==> src/common/timekeeper_pkg.sv <==
package timekeeper_pkg;
  // Register indices; the byte address is four times the index
  localparam logic [11:0] power_gate_control_2_index = 12'hF76;
  localparam logic [11:0] timekeeper_control_index = 12'hFC8;
  localparam logic [11:0] irq_status_index = 12'hFCC;
  localparam logic [11:0] irq_mask_index = 12'hFD4;
  localparam logic [11:0] status_view_index = 12'hFD8;
  // Byte addresses on the register bus
  localparam logic [13:0] power_gate_control_2_addr = {power_gate_control_2_index, 2'b00};
  localparam logic [13:0] timekeeper_control_addr = {timekeeper_control_index, 2'b00};
  localparam logic [13:0] irq_status_addr = {irq_status_index, 2'b00};
  localparam logic [13:0] irq_mask_addr = {irq_mask_index, 2'b00};
  localparam logic [13:0] status_view_addr = {status_view_index, 2'b00};
  // Field positions
  localparam int gate_bit = 5;
  localparam int serial_gate_bit = 0;
  localparam int run_bit = 0;
  localparam int sel_lsb = 1;
  localparam int sel_width = 3;
  // Reset values
  localparam logic [7:0] power_gate_reset = 8'h00;
  localparam logic [7:0] control_reset = 8'h00;
  // Interval range as powers of two
  localparam int longest_interval_log2 = 15;
  localparam int shortest_interval_log2 = 8;
endpackage

==> src/verilog/periodic_interval_timekeeper.sv <==
// Functional notes
// - base clock reaches counter only when gated on
// - clock gate bit resets to zero
// - run bit set starts counting low-frequency periods
// - interval is two to fifteen-minus-code periods
// - interval reached raises interrupt, counting continues
// - run cleared zeroes and stops counter
// - select writes ignored while running
// - select accepted while stopped, with run set or clear
// - run bit zero after reset
// - oscillator off or stop clears run
//
// Added by the designer: the APB slave port.
`timescale 1ns/100ps
`default_nettype none

module periodic_interval_timekeeper #(
  parameter int counter_width = 15
) (
  input wire logic clk_i,
  input wire logic rst_i,
  input wire logic low_freq_clock_i,
  input wire logic low_freq_osc_enable_i,
  input wire logic stop_mode_i,
  input wire logic deep_sleep_zero_mode_i,
  input wire logic psel_i,
  input wire logic penable_i,
  input wire logic pwrite_i,
  input wire logic [13:0] paddr_i,
  input wire logic [31:0] pwdata_i,
  input wire logic [3:0] pstrb_i,
  output logic [31:0] prdata_o,
  output logic pready_o,
  output logic pslverr_o,
  output logic periodic_interrupt_request_o,
  output logic irq_o
);

  // Elaboration checks: counter spans the longest interval exactly
  if (counter_width != timekeeper_pkg::longest_interval_log2) begin : g_width_check
    $error("counter_width must equal the longest interval exponent");
  end
  // Select field must name every interval from longest to shortest
  if ((1 << timekeeper_pkg::sel_width) !=
      (timekeeper_pkg::longest_interval_log2 - timekeeper_pkg::shortest_interval_log2 + 1)) begin : g_sel_check
    $error("select field width does not cover the interval range");
  end
  // Shortest interval must leave room for the counter to roll through it
  if (timekeeper_pkg::shortest_interval_log2 < 1) begin : g_short_check
    $error("shortest interval exponent must be at least one");
  end
  // Gate bit and control fields must sit inside the eight-bit registers
  if (timekeeper_pkg::gate_bit > 7) begin : g_gate_check
    $error("gate bit lies outside the power gate register");
  end
  if (timekeeper_pkg::sel_lsb + timekeeper_pkg::sel_width > 4) begin : g_field_check
    $error("select field reaches the read-as-zero upper bits");
  end
  if (timekeeper_pkg::run_bit != 0 || timekeeper_pkg::sel_lsb != 1) begin : g_run_check
    $error("read-back packs run at bit zero and select just above it");
  end
  // Register addresses must be distinct
  if (timekeeper_pkg::power_gate_control_2_addr == timekeeper_pkg::timekeeper_control_addr) begin : g_addr_check
    $error("power gate and control share an address");
  end
  if (timekeeper_pkg::irq_status_addr == timekeeper_pkg::irq_mask_addr ||
      timekeeper_pkg::irq_mask_addr == timekeeper_pkg::status_view_addr ||
      timekeeper_pkg::irq_status_addr == timekeeper_pkg::status_view_addr) begin : g_own_addr_check
    $error("interrupt and counter view registers share an address");
  end

  // Power gate register: all eight bits are stored, bit 5 also gates the clock
  logic [7:0] gate_q;
  logic [7:0] gate_d;

  // Control register: run bit and interval select
  logic run_q;
  logic run_d;
  logic [timekeeper_pkg::sel_width-1:0] sel_q;
  logic [timekeeper_pkg::sel_width-1:0] sel_d;

  // Interval counter in low-frequency periods
  logic [counter_width-1:0] count_q;
  logic [counter_width-1:0] count_d;

  // Two synchroniser flops plus one edge history flop
  logic [2:0] lf_q;
  logic [2:0] lf_d;

  // Sticky interrupt status and its mask
  logic status_q;
  logic status_d;
  logic mask_q;
  logic mask_d;

  // Next values of the registered outputs
  logic [31:0] prdata_d;
  logic pready_d;
  logic pslverr_d;
  logic pulse_d;
  logic irq_d;

  // Bus phase strobes
  logic access;
  logic commit;
  logic lane0;
  logic wr;
  logic rd;

  // Register selects
  logic hit_power_gate;
  logic hit_control;
  logic hit_status;
  logic hit_mask;
  logic hit_count;
  logic writable;
  logic readable;

  // Timer strobes
  logic gate_on;
  logic lf_rise;
  logic force_stop;
  logic period_end;
  logic [counter_width-1:0] interval_mask;

  // First access cycle: the answer is prepared and pready raised
  assign access = psel_i && penable_i && !pready_o;
  // Last access cycle: the master samples pready high on this edge, writes land here
  assign commit = psel_i && penable_i && pready_o;
  // Byte lane zero carries every writable register
  assign lane0 = pstrb_i[0];
  assign wr = commit && pwrite_i && lane0;
  assign rd = access && !pwrite_i;

  // Address decode on byte addresses
  assign hit_power_gate = (paddr_i == timekeeper_pkg::power_gate_control_2_addr);
  assign hit_control = (paddr_i == timekeeper_pkg::timekeeper_control_addr);
  assign hit_status = (paddr_i == timekeeper_pkg::irq_status_addr);
  assign hit_mask = (paddr_i == timekeeper_pkg::irq_mask_addr);
  assign hit_count = (paddr_i == timekeeper_pkg::status_view_addr);
  // Counter view is read only, so a write to it is refused
  assign writable = hit_power_gate || hit_control || hit_status || hit_mask;
  assign readable = writable || hit_count;

  // Clock gate: without it no low-frequency edge reaches the timer
  assign gate_on = gate_q[timekeeper_pkg::gate_bit];
  // Rising edge seen by the second synchroniser flop, counted only with gate on
  assign lf_rise = lf_q[1] && !lf_q[2] && gate_on;
  // Oscillator stop, stop mode and deep sleep zero all end a run
  assign force_stop = !low_freq_osc_enable_i || stop_mode_i || deep_sleep_zero_mode_i;

  // Interval mask: ones below the selected exponent, 15 - code bits in all
  for (genvar b = 0; b < counter_width; b++) begin : g_mask
    assign interval_mask[b] = (b < (timekeeper_pkg::longest_interval_log2 - int'(sel_q)));
  end

  // Period ends on the edge that completes 2^(15 - code) counted periods
  assign period_end = lf_rise && run_q && ((count_q & interval_mask) == interval_mask);

  // Synchroniser next state: shift the pin in
  always_comb begin
    lf_d = {lf_q[1:0], low_freq_clock_i};
  end

  // Synchroniser registers
  always_ff @(posedge clk_i or posedge rst_i) begin
    if (rst_i) begin
      lf_q <= 3'h0;
    end else begin
      lf_q <= lf_d;
    end
  end

  // Power gate and control next state
  always_comb begin
    gate_d = gate_q;
    run_d = run_q;
    sel_d = sel_q;
    // Power gate takes any byte written
    if (wr && hit_power_gate) begin
      gate_d = pwdata_i[7:0];
    end
    // Control writes need the clock gate on
    if (wr && hit_control && gate_on) begin
      run_d = pwdata_i[timekeeper_pkg::run_bit];
      // Select changes only while stopped, so a write that stops keeps it
      if (!run_q) begin
        sel_d = pwdata_i[timekeeper_pkg::sel_lsb +: timekeeper_pkg::sel_width];
      end
    end
    // Forced stop clears run and leaves the select alone
    if (force_stop) begin
      run_d = 1'b0;
    end
  end

  // Power gate and control registers
  always_ff @(posedge clk_i or posedge rst_i) begin
    if (rst_i) begin
      gate_q <= timekeeper_pkg::power_gate_reset;
      run_q <= timekeeper_pkg::control_reset[timekeeper_pkg::run_bit];
      sel_q <= timekeeper_pkg::control_reset[timekeeper_pkg::sel_lsb +: timekeeper_pkg::sel_width];
    end else begin
      gate_q <= gate_d;
      run_q <= run_d;
      sel_q <= sel_d;
    end
  end

  // Counter next state: held at zero while stopped, steps on each counted edge
  always_comb begin
    count_d = count_q;
    // Stopped: the count restarts from zero
    if (!run_q) begin
      count_d = '0;
    end else if (lf_rise) begin
      count_d = count_q + 1'b1;
    end
  end

  // Counter register; it wraps through every interval without stopping
  always_ff @(posedge clk_i or posedge rst_i) begin
    if (rst_i) begin
      count_q <= '0;
    end else begin
      count_q <= count_d;
    end
  end

  // Interrupt next state: set on period end, write one to clear, set wins
  always_comb begin
    status_d = status_q;
    mask_d = mask_q;
    // Mask takes bit zero
    if (wr && hit_mask) begin
      mask_d = pwdata_i[0];
    end
    // Writing one clears the status
    if (wr && hit_status && pwdata_i[0]) begin
      status_d = 1'b0;
    end
    // Period end sets it again in the same cycle
    if (period_end) begin
      status_d = 1'b1;
    end
    pulse_d = period_end;
    irq_d = status_d && mask_d;
  end

  // Interrupt registers and the two interrupt outputs
  always_ff @(posedge clk_i or posedge rst_i) begin
    if (rst_i) begin
      status_q <= 1'b0;
      mask_q <= 1'b0;
      periodic_interrupt_request_o <= 1'b0;
      irq_o <= 1'b0;
    end else begin
      status_q <= status_d;
      mask_q <= mask_d;
      periodic_interrupt_request_o <= pulse_d;
      irq_o <= irq_d;
    end
  end

  // Bus answer next state: one-cycle ready, read data with it, error on unmapped
  always_comb begin
    pready_d = access;
    pslverr_d = 1'b0;
    prdata_d = 32'h0000_0000;
    // Unmapped read or write ends in an error with zero data
    if (access && !pwrite_i && !readable) begin
      pslverr_d = 1'b1;
    end
    if (access && pwrite_i && !writable) begin
      pslverr_d = 1'b1;
    end
    // Read data multiplexer, one register per address
    if (rd && hit_power_gate) begin
      prdata_d = {24'h00_0000, gate_q};
    end
    if (rd && hit_control) begin
      prdata_d = {28'h000_0000, sel_q, run_q};
    end
    if (rd && hit_status) begin
      prdata_d = {31'h0000_0000, status_q};
    end
    if (rd && hit_mask) begin
      prdata_d = {31'h0000_0000, mask_q};
    end
    if (rd && hit_count) begin
      prdata_d = {{(32 - counter_width){1'b0}}, count_q};
    end
  end

  // Bus answer registers
  always_ff @(posedge clk_i or posedge rst_i) begin
    if (rst_i) begin
      prdata_o <= 32'h0000_0000;
      pready_o <= 1'b0;
      pslverr_o <= 1'b0;
    end else begin
      prdata_o <= prdata_d;
      pready_o <= pready_d;
      pslverr_o <= pslverr_d;
    end
  end

endmodule

`default_nettype wire

==> config.mk <==
export PLATFORM = sky130hd
export DESIGN_NAME = periodic_interval_timekeeper
export DESIGN_NICKNAME = d
export VERILOG_FILES = /design/src/common/timekeeper_pkg.sv /design/src/verilog/periodic_interval_timekeeper.sv
export SDC_FILE = /design/constraint.sdc
export NUM_CORES = 1
export LEC_CHECK = 0
export BUFFER_PORTS_ARGS = -buffer_cell sky130_fd_sc_hd__buf_2
export CAP_MARGIN = 10
export CORE_ASPECT_RATIO = 1.4
export CORE_MARGIN = 5
export CORE_UTILIZATION = 44
export DETAILED_ROUTE_END_ITERATION = 16
export PLACE_DENSITY = 0.76
export SETUP_SLACK_MARGIN = 0.2
export SYNTH_ARGS = -nofsm -noshare
export SYNTH_HDL_FRONTEND = slang
export SYNTH_SLANG_ARGS = --single-unit
==> constraint.sdc <==
create_clock -name clk_i -period 1.81 [get_ports clk_i]
set_input_delay 0.2715 -clock clk_i [delete_from_list [all_inputs] [get_ports clk_i]]
set_output_delay 0.2715 -clock clk_i [all_outputs]
set_load 0.005 [all_outputs]
After elaboration in Yosys (flattened, before gate mapping)
Cells that the tools add are included.
W data, S select, Z words.
{"block": "word_totals", "register_bits": 68, "latchBits": 0, "mem_bits_rw": 0, "romBits": 0, "in_bits": 59, "output_inout_bits": 36, "word_cells": 91, "mem_count": 0}
{"block": "classes", "n_addsub": 2, "mul": 0, "n_div": 0, "n_lt_le_gt_ge": 15, "n_eq_ne": 7, "shift": 0, "mux": 14, "bitwise": 2, "n_reduce_logical": 39}
{"cell": "$mux W32", "count": 4}
{"cell": "$eq A14 B14 Y1 const B", "count": 5}
{"cell": "$lt A5 B5 Y1 const A", "count": 7}
{"cell": "$mux W15", "count": 2}
{"cell": "$logic_and A1 B1 Y1", "count": 25}
{"cell": "$lt A4 B5 Y1 const A", "count": 4}
{"cell": "$add A15 B1 Y15 const B", "count": 1}
{"cell": "$and A15 B15 Y15", "count": 1}
{"cell": "$eq A15 B15 Y1", "count": 1}
{"cell": "$lt A3 B5 Y1 const A", "count": 2}
{"cell": "$mux W8", "count": 1}
{"cell": "$mux W1", "count": 7}
{"cell": "$logic_not A1 Y1", "count": 6}
{"cell": "$logic_or A1 B1 Y1", "count": 6}
{"cell": "$lt A1 B5 Y1 const A", "count": 1}
{"cell": "$lt A2 B5 Y1 const A", "count": 1}
{"cell": "$sub A4 B3 Y5 const A", "count": 1}
{"cell": "$ne A2 B1 Y1 const B", "count": 1}
{"cell": "$reduce_and A2 Y1", "count": 1}
{"cell": "$reduce_bool A2 Y1", "count": 1}
{"cell": "$not A1 Y1", "count": 1}

Depth between registers and ports, before layout
Gate-level depths: netlist of run 1.
{"block": "logic_depth", "word_depth": 9, "mapped_depth": 6, "depth_no_buf": 6}

Worst setup path after synthesis of run 1
No wires, ideal clock.
{"block": "synth_timing", "path_kind": "reg-to-reg", "from": "register pready_o", "to": "register gate_q[0]", "arrival_time_ps": 1748, "required_ps": 1685, "setup_slack_ps": -63, "path_stages_with_launch": 6, "n_path_buf": 1, "period_less_slack_ps": 1873, "path_cell_list": "dfrtp_1 > nand3_1 > or2_4 > or4_4 > buf_6 > mux2_4"}
{"block": "synth_between", "elab_chain_len": 4}
{"element": "start, declared", "line_no": "periodic_interval_timekeeper.sv:33", "text": "output logic pready_o,"}
{"element": "start signal, assigned", "line_no": "periodic_interval_timekeeper.sv:303", "text": "pready_o <= pready_d;"}
{"element": "$logic_and A1 B1 Y1", "line_no": "periodic_interval_timekeeper.sv:129", "text": "assign commit = psel_i && penable_i && pready_o;"}
{"element": "$logic_and A1 B1 Y1 (2 in a row)", "line_no": "periodic_interval_timekeeper.sv:132", "text": "assign wr = commit && pwrite_i && lane0;"}
{"element": "$logic_and A1 B1 Y1", "line_no": "periodic_interval_timekeeper.sv:180", "text": "if (wr && hit_power_gate) begin"}
{"element": "end signal, assigned", "line_no": "periodic_interval_timekeeper.sv:200", "text": "gate_q <= timekeeper_pkg::power_gate_reset;"}
{"element": "end signal, assigned", "line_no": "periodic_interval_timekeeper.sv:204", "text": "gate_q <= gate_d;"}
{"element": "end, declared", "line_no": "periodic_interval_timekeeper.sv:73", "text": "logic [7:0] gate_q;"}
No other way between the ends.
A chain may end at the register's enable or synchronous reset.

Worst setup path after layout of run 1
Same ends and word-level chain as after synthesis.

==> results of run 1 <==
[through the flow]
step / setup WS [ns] / TNS (ns) / hold slack, ns / cells / area, µm²
final: 0.0917 / 0 / 0.0722 / 371 / 3150
after global placement: -0.134 / -1.67 / 0.330 / 356 / 2930
after CTS: 0.0879 / 0 / 0.0624 / 366 / 3050
after global routing: 0.0539 / 0 / 0.0582 / 371 / 3150
after detailed placement: -0.136 / -1.87 / 0.333 / 356 / 2930
after floorplan: 0.0240 / 0 / 0.303 / 232 / 2550
[per-layer routing]
metal	part of all wire	up-vias
met3	0.052	7
li1	-	889
met4	0.018	0
met1	0.39	928
met2	0.54	60
met5	0	-
[state kept, by name, summed over array words and instances (netlist names)]
register / cells
count_q: 15
prdata_o: 15
gate_q: 8
lf_q: 3
sel_q: 3
irq_o: 1
mask_q: 1
periodic_interrupt_request_o: 1
pready_o: 1
pslverr_o: 1
run_q: 1
status_q: 1
[final cells by class]
| type | instances | area share |
|---|---|---|
| Timing Repair Buffer | 84 | 0.168 |
| Clock inverter | 2 | 0.00517 |
| Inverter | 9 | 0.0107 |
| Clock buffer | 6 | 0.0263 |
| Tap cell | 68 | 0.0270 |
| Sequential cell | 51 | 0.406 |
| Multi-Input combinational cell | 151 | 0.357 |
[worst max-delay path, cell delays in order, from the launching register on]
cell and delay [ns]:
dfrtp_2 0.38, nand3_2 0.06, or2_4 0.24, or4_4 0.59, mux2_4 0.33
[report_power, final]
| group | leakage (nW) | switching [mW] | internal [mW] |
|---|---|---|---|
| Clock | 0.0474 | 0.380 | 0.312 |
| Combinational | 0.848 | 0.0759 | 0.0643 |
| Sequential | 0.698 | 0.00261 | 1.14 |
[final timing paths]
path                         endpoint        startpoint  slack (ns)
setup / recovery            gate_q[0]          pready_o        0.09
hold / removal                lf_q[0]  low_freq_clock_i        0.07
setup reg to reg            gate_q[0]          pready_o        0.09
hold reg to reg               lf_q[1]           lf_q[0]        0.35
max in group asynchronous    pready_o             rst_i        0.69
min in group asynchronous  count_q[6]             rst_i        0.53
[timing repair]
item / CTS / global route
buffers inserted: 1 / 5
resized for setup: 2 / 13
endpoints found under the hold margin: 12 / 0
hold buffers: 1 / 0
endpoints found under the setup margin: 12 / 24
pin swaps: 1 / 6
[layout by cell type (no fill, tap or decap), drive strengths merged, types with 4 or more instances in the layout]
cell	synthesis	final
a22o	4	4
and2	11	11
buf	20	83
clkbuf	1	6
conb	1	17
dfrtp	51	51
inv	9	9
mux2	14	14
nand2	12	12
nand3	8	8
nand4	5	5
nor2	16	16
nor3	6	6
o21ai	6	6
xnor2	8	8
xor2	6	6
[logic make-up (layout without fill, tap and decap cells)]
kind of cell	Yosys count	after routing
flops	51	51
other cells	1	17
compound gates	24	24
buf+inv	30	101
mux	16	16
simple gates	79	79
fa+ha+maj	1	1
xor+xnor	14	14
==> flow_summary_export.csv, run 1 <==
group,metric,value,unit
floorplanning,die_w,73.3,µm
global_route,track_usage,0.153,
worst_setup_path,crit_type,"reg -> reg",
floorplanning,pin_count,95,
yosys,yosys_warnings,0,
floorplanning,rows,32,
yosys,synth_edf_count,0,
timing,hold_violations,0,
global_route,grt_pass1_wl,8650,µm
detailed_routing,post-route-drc-count,0,
timing,rsz0062_at_grt,"yes",
finish,postLayoutCoreUtil,0.573,
worst_setup_path,arrival,1.92,ns
yosys,ys_top_cells_by_count,"dfrtp_1, buf_4, nor2_1, nand2_1, and2_1",
timing,setup-violations-final,0,
yosys,synth_mux_area_frac,0.0843,
global_route,grt.overflow.total,0,
yosys,synth.distinct_cells,49,
finish,fin_nets,362,
pwr,power.density,629,nW/µm²
global_route,use_met3,0.0306,
yosys,synth-xor-area-share,0.0497,
yosys,yosysMostFrequentCell,"dfrtp_1",
yosys,syn_area_per_cell,11.4,µm²
detailed_routing,postRouteWirelength,5350,µm
detailed_routing,vias_per_cell,5.08,
finish,antennaDiodeCount,0,
cts,clk_pin_slew_worst_paths,0.09,ns
cts,cts_buffers,5,
run,maxCapViolations,0,
finish,register_area,1280,µm²
floorplanning,dieArea,7220,µm²
cts,h-tree-depth,2,
yosys,mappedNetlistArea,2460,µm²
min_path,hold_path_depth,1,
yosys,synth_ff_type,"dfrtp_1",
yosys,synth_largest_area_cell,"dfrtp_1",
global_route,first_global_vias,1909,
detailed_routing,drt-pass1-iter-count,5,
finish,multi_input_area,1120,µm²
timing,finalMaxSlewViolations,0,
pwr,power,1.98,mW
yosys,synth_fa_ha_area_frac,0.00508,
min_path,hp-class,"in -> reg",
finish,drive_above_1_share,0.399,
placed_design,gp_congestion,0.882,
global_route,grt.met1_usage,0.182,
finish,area_delta_synth_final,27.6,%
yosys,async_flop_share,1.00,
global_route,top_usage_layer,"met2",
yosys,synth_simple_gate_area_frac,0.197,
status,status,"finished clean",
yosys,synth_top_family_by_area,"simple AND/OR/NAND/NOR gates",
floorplanning,core_region_area,5490,µm²
cts,cts_max_path_buffers,2,
floorplanning,die_h,98.6,µm
detailed_routing,drt_iter0_drc,113,
yosys,ys_ff_latch,51,
timing,period_share,0.949,
pwr,worst_ir_drop_vdd,421,µV
detailed_routing,wl_per_cell,14.4,µm
yosys,synth-compound-area-share,0.0685,
cts,clock-sinks,51,
finish,fillers,477,
placed_design,io_buffers,50,
timing,fin_skew,0.0138,ns
detailed_routing,ant_nets,0,
worst_setup_path,rr_worst_depth,4,
cts,cts_tree,"yes",
worst_setup_path,cp_max_fo,8,
cts,clk_latency,0.31,ns
yosys,synth_area_leaders,"dfrtp_1, buf_4, mux2_4",
yosys,syn_inst,216,
yosys,ys_seq_area_frac,0.518,
timing,post-route-min-period,1.72,ns
cts,clock-root-buffer,"clkbuf_8",
yosys,synth_top_area_share,0.518,
timing,fmax,582,MHz
pwr,power_leakage,1.59,nW
detailed_routing,vias,1884,
global_route,antenna_found_initial,0,
worst_setup_path,critPathLaunchType,"register",
global_route,met2_usage,0.258,
global_route,grt_max_degree,25,
floorplanning,initial_utilization,0.449,
worst_setup_path,crit_required,2.01,ns
worst_setup_path,end_kind,"register",
placed_design,dpl.hpwl,4040,µm
No activity file was read; power rests on OpenSTA's default activity.
==> inputs of run 2 (changes only) <==
--- a/config.mk
+++ b/config.mk
@@ -12,7 +12,8 @@
 export CORE_UTILIZATION = 44
 export DETAILED_ROUTE_END_ITERATION = 16
 export PLACE_DENSITY = 0.76
-export SETUP_SLACK_MARGIN = 0.2
+export SETUP_SLACK_MARGIN = 0.5
+export SKIP_LAST_GASP = 1
 export SYNTH_ARGS = -nofsm -noshare
 export SYNTH_HDL_FRONTEND = slang
 export SYNTH_SLANG_ARGS = --single-unit
==> constraint.sdc (replaced) <==
create_clock -name clk_i -period 1.81 [get_ports clk_i]
set_input_delay 0.0905 -clock clk_i [delete_from_list [all_inputs] [get_ports clk_i]]
set_output_delay 0.0905 -clock clk_i [all_outputs]
set_load 0.005 [all_outputs]
==> run 2 against run 1 <==
Largest power group unchanged. Clock skew down 0.0057 ns. Sequential power about the same. First-iteration DRC count up 39%. Power up 0.29%. Final cell count up 6.7%. Via count up 14%. Hold slack worse by 0.062 ns. Die area unchanged. Largest cell class is now multi-input gates. Sequential cell count unchanged.
==> flow_summary_export.csv, run 2 (synthesized netlist as in run 1, its figures left out) <==
group,metric,value,unit
cts,clk_latency,0.31,ns
cts,clock-root-buffer,"clkbuf_8",
cts,cts_buffers,5,
global_route,track_usage,0.185,
cts,clock-sinks,51,
timing,rsz0062_at_grt,"yes",
detailed_routing,drt_iter0_drc,157,
run,maxCapViolations,0,
timing,slew_headroom,0.574,
floorplanning,initial_utilization,0.449,
timing,setup-violations-final,0,
detailed_routing,postRouteWirelength,7610,µm
timing,worst_pin_slew,0.638,ns
worst_setup_path,crit_type,"reg -> reg",
floorplanning,die_w,73.3,µm
cts,cts_max_path_buffers,2,
pwr,seqPwrFrac,0.578,
timing,finalMaxSlewViolations,0,
pwr,p_clk_frac,0.343,
detailed_routing,ant_nets,0,
cts,clk_pin_slew_worst_paths,0.10,ns
floorplanning,core_region_area,5490,µm²
timing,fmax,562,MHz
worst_setup_path,critPathLaunchType,"register",
finish,area_delta_synth_final,45.8,%
timing,holdWs,0.00988,ns
floorplanning,rows,32,
global_route,grt.overflow.total,0,
floorplanning,dieArea,7220,µm²
finish,layout_common_cells,"buf_2, dfrtp_1, buf_4, conb_1, buf_6",
status,status,"finished clean",
worst_setup_path,arrival,1.98,ns
placed_design,dpl.hpwl,3970,µm
global_route,antenna_found_initial,0,
min_path,hold_path_depth,2,
pwr,worst_ir_drop_vdd,425,µV
timing,fin_skew,0.00812,ns
detailed_routing,vias,2146,
placed_design,gp_congestion,0.867,
global_route,grt_max_degree,29,
cts,cts_tree,"yes",
worst_setup_path,rr_worst_depth,5,
pwr,power_leakage,1.83,nW
global_route,first_global_vias,2213,
worst_setup_path,crit_required,2.01,ns
detailed_routing,vias_per_cell,5.42,
worst_setup_path,end_kind,"register",
detailed_routing,drt-pass1-iter-count,4,
pwr,comb_power_share,0.078,
pwr,switching_share,0.247,
pwr,internal-power,1.49,mW
worst_setup_path,cp_max_fo,4,
pwr,p_switching,0.491,mW
floorplanning,pin_count,95,
finish,antennaDiodeCount,0,
global_route,grt_pass1_wl,10400,µm
timing,period_share,0.983,
detailed_routing,post-route-drc-count,0,
pwr,power.density,552,nW/µm²
cts,h-tree-depth,2,
timing,setup_tns,0,ns
timing,hold_violations,0,
finish,drive_above_1_share,0.527,
detailed_routing,wl_per_cell,19.2,µm
min_path,hp-class,"in -> reg",
floorplanning,die_h,98.6,µm
timing,post-route-min-period,1.78,ns
finish,reg.largest.list,"count_q x15, prdata_o x15, gate_q x8",
placed_design,io_buffers,50,
finish,final_common_cell,"buf_2",
finish,fin_nets,387,
run 2: final timing paths:
kind                                  start          end  slack [ns]
worst min register to register      lf_q[0]      lf_q[1]        0.37
worst max register to register     pready_o     sel_q[0]        0.03
min in group asynchronous             rst_i  prdata_o[6]        0.40
worst max-delay path               pready_o     sel_q[0]        0.03
max in group asynchronous             rst_i   count_q[4]        0.88
worst min-delay path            pwdata_i[7]    gate_q[7]        0.01
run 2: critical path: stages, from the launching register on:
cell,delay [ns]
dfrtp_2,0.38
nand3_2,0.07
or2_4,0.24
buf_4,0.16
or4_4,0.48
mux2_4,0.33
run 2: layout make-up:
cell class                 count  area (µm²)
inverter                       9        37.5
clock inverter                 2        16.3
timing repair buffer         109         801
clock buffer                   6        72.6
tap                           68        85.1
sequential                    51        1280
multi-input combinational    151        1300
fill                         381        1890
run 2: timing repair:
item                                    CTS  global route
pin swaps                                11            18
hold buffers                              4             2
endpoints found under the hold margin    29             2
endpoints found under the setup margin   42            47
resized for setup                        32            32
buffers inserted                         29             9
run 2: metrics by stage:
stage / setup WS (ns) / power (mW) / utilization / instance area, µm² / instances
floorplan: 0.0245 / 1.25 / - / 2570 / 232
global placement: 0.0618 / 1.29 / 0.526 / 2890 / 344
detailed placement: 0.0394 / 1.30 / 0.526 / 2890 / 344
CTS: 0.0561 / 1.97 / 0.614 / 3370 / 385
global route: -0.00247 / 2.06 / 0.655 / 3590 / 396
finish: 0.0308 / 1.99 / 0.655 / 3590 / 396
run 2: power by group through the flow:
stage                     clock network [mW]  registers (mW)  logic (mW)
after floorplan                            0            1.17      0.0779
after global placement                     0            1.17       0.123
after detailed placement                   0            1.17       0.126
after CTS                              0.673            1.15       0.147
after global routing                   0.738            1.15       0.171
final                                  0.682            1.15       0.156
run 2: per-layer routing:
layer  track usage  wire length [µm]  vias up
met5             0                 0        -
met3        0.0347               438       31
met4        0.0838               331        0
met1         0.204              2590     1069
met2         0.334              4240      106
li1              -                 -      940
==> inputs of run 3 (changes only) <==
--- a/config.mk
+++ b/config.mk
@@ -9,9 +9,9 @@
 export CAP_MARGIN = 10
 export CORE_ASPECT_RATIO = 1.4
 export CORE_MARGIN = 5
-export CORE_UTILIZATION = 44
+export CORE_UTILIZATION = 45
 export DETAILED_ROUTE_END_ITERATION = 16
-export PLACE_DENSITY = 0.76
+export PLACE_DENSITY = 0.74
 export SETUP_SLACK_MARGIN = 0.5
 export SKIP_LAST_GASP = 1
 export SYNTH_ARGS = -nofsm -noshare
==> constraint.sdc (replaced) <==
create_clock -name clk_i -period 2.2 [get_ports clk_i]
set_input_delay 0.11 -clock clk_i [delete_from_list [all_inputs] [get_ports clk_i]]
set_output_delay 0.11 -clock clk_i [all_outputs]
set_load 0.005 [all_outputs]
==> run 3 against run 2 <==
Clock power down 8.2%. Clock-buffer cell count decreased by 1. First-iteration DRC count is 36% lower. Fmax is 6.1% higher. Clock skew is 0.0028 ns lower. Hold slack better by 0.026 ns. Final area is 16% lower. Combinational power is 35% lower. Register-to-register slack improved by 0.49 ns. Non-clock buffer count is 37 lower. Via count decreased by 15%. Sequential power decreased by 18%. Critical endpoint is now gate_q[0]. Largest power group unchanged.
==> flow_summary_export.csv, run 3 (synthesized netlist as in run 1, its figures left out) <==
group,metric,value,unit
pwr,power.density,555,nW/µm²
finish,design_area,3010,µm²
worst_setup_path,end_kind,"register",
detailed_routing,post-route-drc-count,0,
cts,clk_pin_slew_worst_paths,0.09,ns
finish,fillers,509,
detailed_routing,drt-pass1-iter-count,4,
detailed_routing,drt_iter0_drc,100,
global_route,grt_pass1_wl,8670,µm
pwr,internal-power,1.32,mW
floorplanning,initial_utilization,0.456,
global_route,grt_max_degree,29,
global_route,track_usage,0.153,
placed_design,gp_congestion,0.823,
status,status,"finished clean",
floorplanning,pin_count,95,
finish,postLayoutCoreUtil,0.557,
floorplanning,die_w,72.6,µm
floorplanning,rows,32,
cts,clock-sinks,51,
finish,antennaDiodeCount,0,
global_route,use_met3,0.0300,
detailed_routing,postRouteWirelength,5200,µm
pwr,power_leakage,1.49,nW
floorplanning,die_h,97.6,µm
timing,slew_headroom,0.619,
min_path,hp-class,"in -> reg",
worst_setup_path,path_cells,"nand3_2 > or2_4 > or4_4 > mux2_4",
timing,setup-violations-final,0,
timing,post-route-min-period,1.68,ns
cts,cts_max_path_buffers,2,
finish,layout_common_cells,"buf_2, dfrtp_1, buf_4, conb_1, nor2_1",
finish,reg.largest.list,"count_q x15, prdata_o x15, gate_q x8",
worst_setup_path,cp_slowest_stage_delay,0.54,ns
pwr,p_switching,0.355,mW
worst_setup_path,cp_top_family,"simple AND/OR/NAND/NOR gates",
cts,clock-root-buffer,"clkbuf_8",
timing,worst_pin_slew,0.571,ns
global_route,first_global_vias,1920,
worst_setup_path,arrival,1.87,ns
pwr,comb_power_share,0.061,
finish,fin_nets,350,
timing,setup_tns,0,ns
cts,cts_buffers,5,
pwr,p_clk_frac,0.375,
timing,fin_skew,0.00537,ns
global_route,grt.overflow.total,0,
finish,drive_above_1_share,0.352,
global_route,top_usage_layer,"met2",
placed_design,dpl.hpwl,3870,µm
cts,cts_tree,"yes",
global_route,antenna_found_initial,0,
worst_setup_path,crit_type,"reg -> reg",
finish,area_delta_synth_final,22.2,%
pwr,seqPwrFrac,0.565,
placed_design,place_area,2760,µm²
timing,rsz0062_at_grt,"yes",
detailed_routing,vias,1818,
pwr,switching_share,0.213,
placed_design,io_buffers,50,
worst_setup_path,path_buf_inv,0,
timing,hold_violations,0,
detailed_routing,ant_nets,0,
timing,finalMaxSlewViolations,0,
cts,h-tree-depth,2,
cts,clk_latency,0.30,ns
pwr,power,1.67,mW
run,maxCapViolations,0,
timing,fmax,596,MHz
floorplanning,dieArea,7080,µm²
detailed_routing,wl_per_cell,14.5,µm
finish,final_common_cell,"buf_2",
floorplanning,core_region_area,5410,µm²
pwr,worst_ir_drop_vdd,310,µV
worst_setup_path,crit_slowest_cell,"or4_4",
detailed_routing,vias_per_cell,5.08,
global_route,met2_usage,0.267,
timing,period_share,0.762,
worst_setup_path,cp_max_fo,8,
worst_setup_path,crit_required,2.39,ns
worst_setup_path,critPathLaunchType,"register",
global_route,grt.met1_usage,0.175,
## run 3: power by group through the flow
stage / Combinational (mW) / Clock [mW] / Sequential [mW]
2_1_floorplan: 0.0636 / 0 / 0.964
3_3_place_gp: 0.0903 / 0 / 0.964
3_5_place_dp: 0.0937 / 0 / 0.964
4_1_cts: 0.103 / 0.649 / 0.944
5_1_grt: 0.116 / 0.679 / 0.944
6_report: 0.101 / 0.626 / 0.944
## run 3: worst paths after layout
check	cells past startpoint	startpoint	slack [ns]	end
min	2	pwdata_i[5]	0.04	gate_q[5]
max	4	pready_o	0.52	gate_q[0]
min in group asynchronous	3	rst_i	0.40	prdata_o[13]
max in group asynchronous	4	rst_i	1.17	pready_o
min reg2reg	0	lf_q[0]	0.35	lf_q[1]
max reg2reg	4	pready_o	0.52	gate_q[0]
## run 3: worst reg2reg max path: stages (launching register included)
cell and delay, ns:
dfrtp_2 0.37, nand3_2 0.07, or2_4 0.25, or4_4 0.54
mux2_4 0.34
## run 3: cell type report
cell class	count	area (µm²)	area share
clock buffers	5	68.8	0.0229
clock inverters	2	37.5	0.0125
inverters	9	37.5	0.0125
multi-input cells	151	1080	0.358
flip-flops and latches	51	1280	0.425
well taps	68	85.1	0.0283
repair buffers	72	425	0.141
## run 3: routing by layer
layer  wire length [µm]  part of all wire
met3                309             0.059
met2               2820              0.54
met4                 91             0.017
met1               1980              0.38
met5                  0                 0
## run 3: stage by stage
stage | hold WS (ns) | std cells | setup slack (ns)
floorplan | 0.141 | 232 | 0.414
global placement | 0.196 | 335 | 0.360
detailed placement | 0.210 | 335 | 0.327
CTS | 0.0274 | 348 | 0.512
global route | 0.0333 | 358 | 0.483
finish | 0.0362 | 358 | 0.523
## run 3: timing repair
| action | in CTS | in global routing |
|---|---|---|
| hold endpoints to repair | 28 | 0 |
| gates cloned | 0 | 0 |
| hold buffers | 4 | 0 |
| setup buffers | 2 | 10 |
| pin swaps | 1 | 2 |
| resized for setup | 1 | 4 |
| setup endpoints to repair | 13 | 16 |
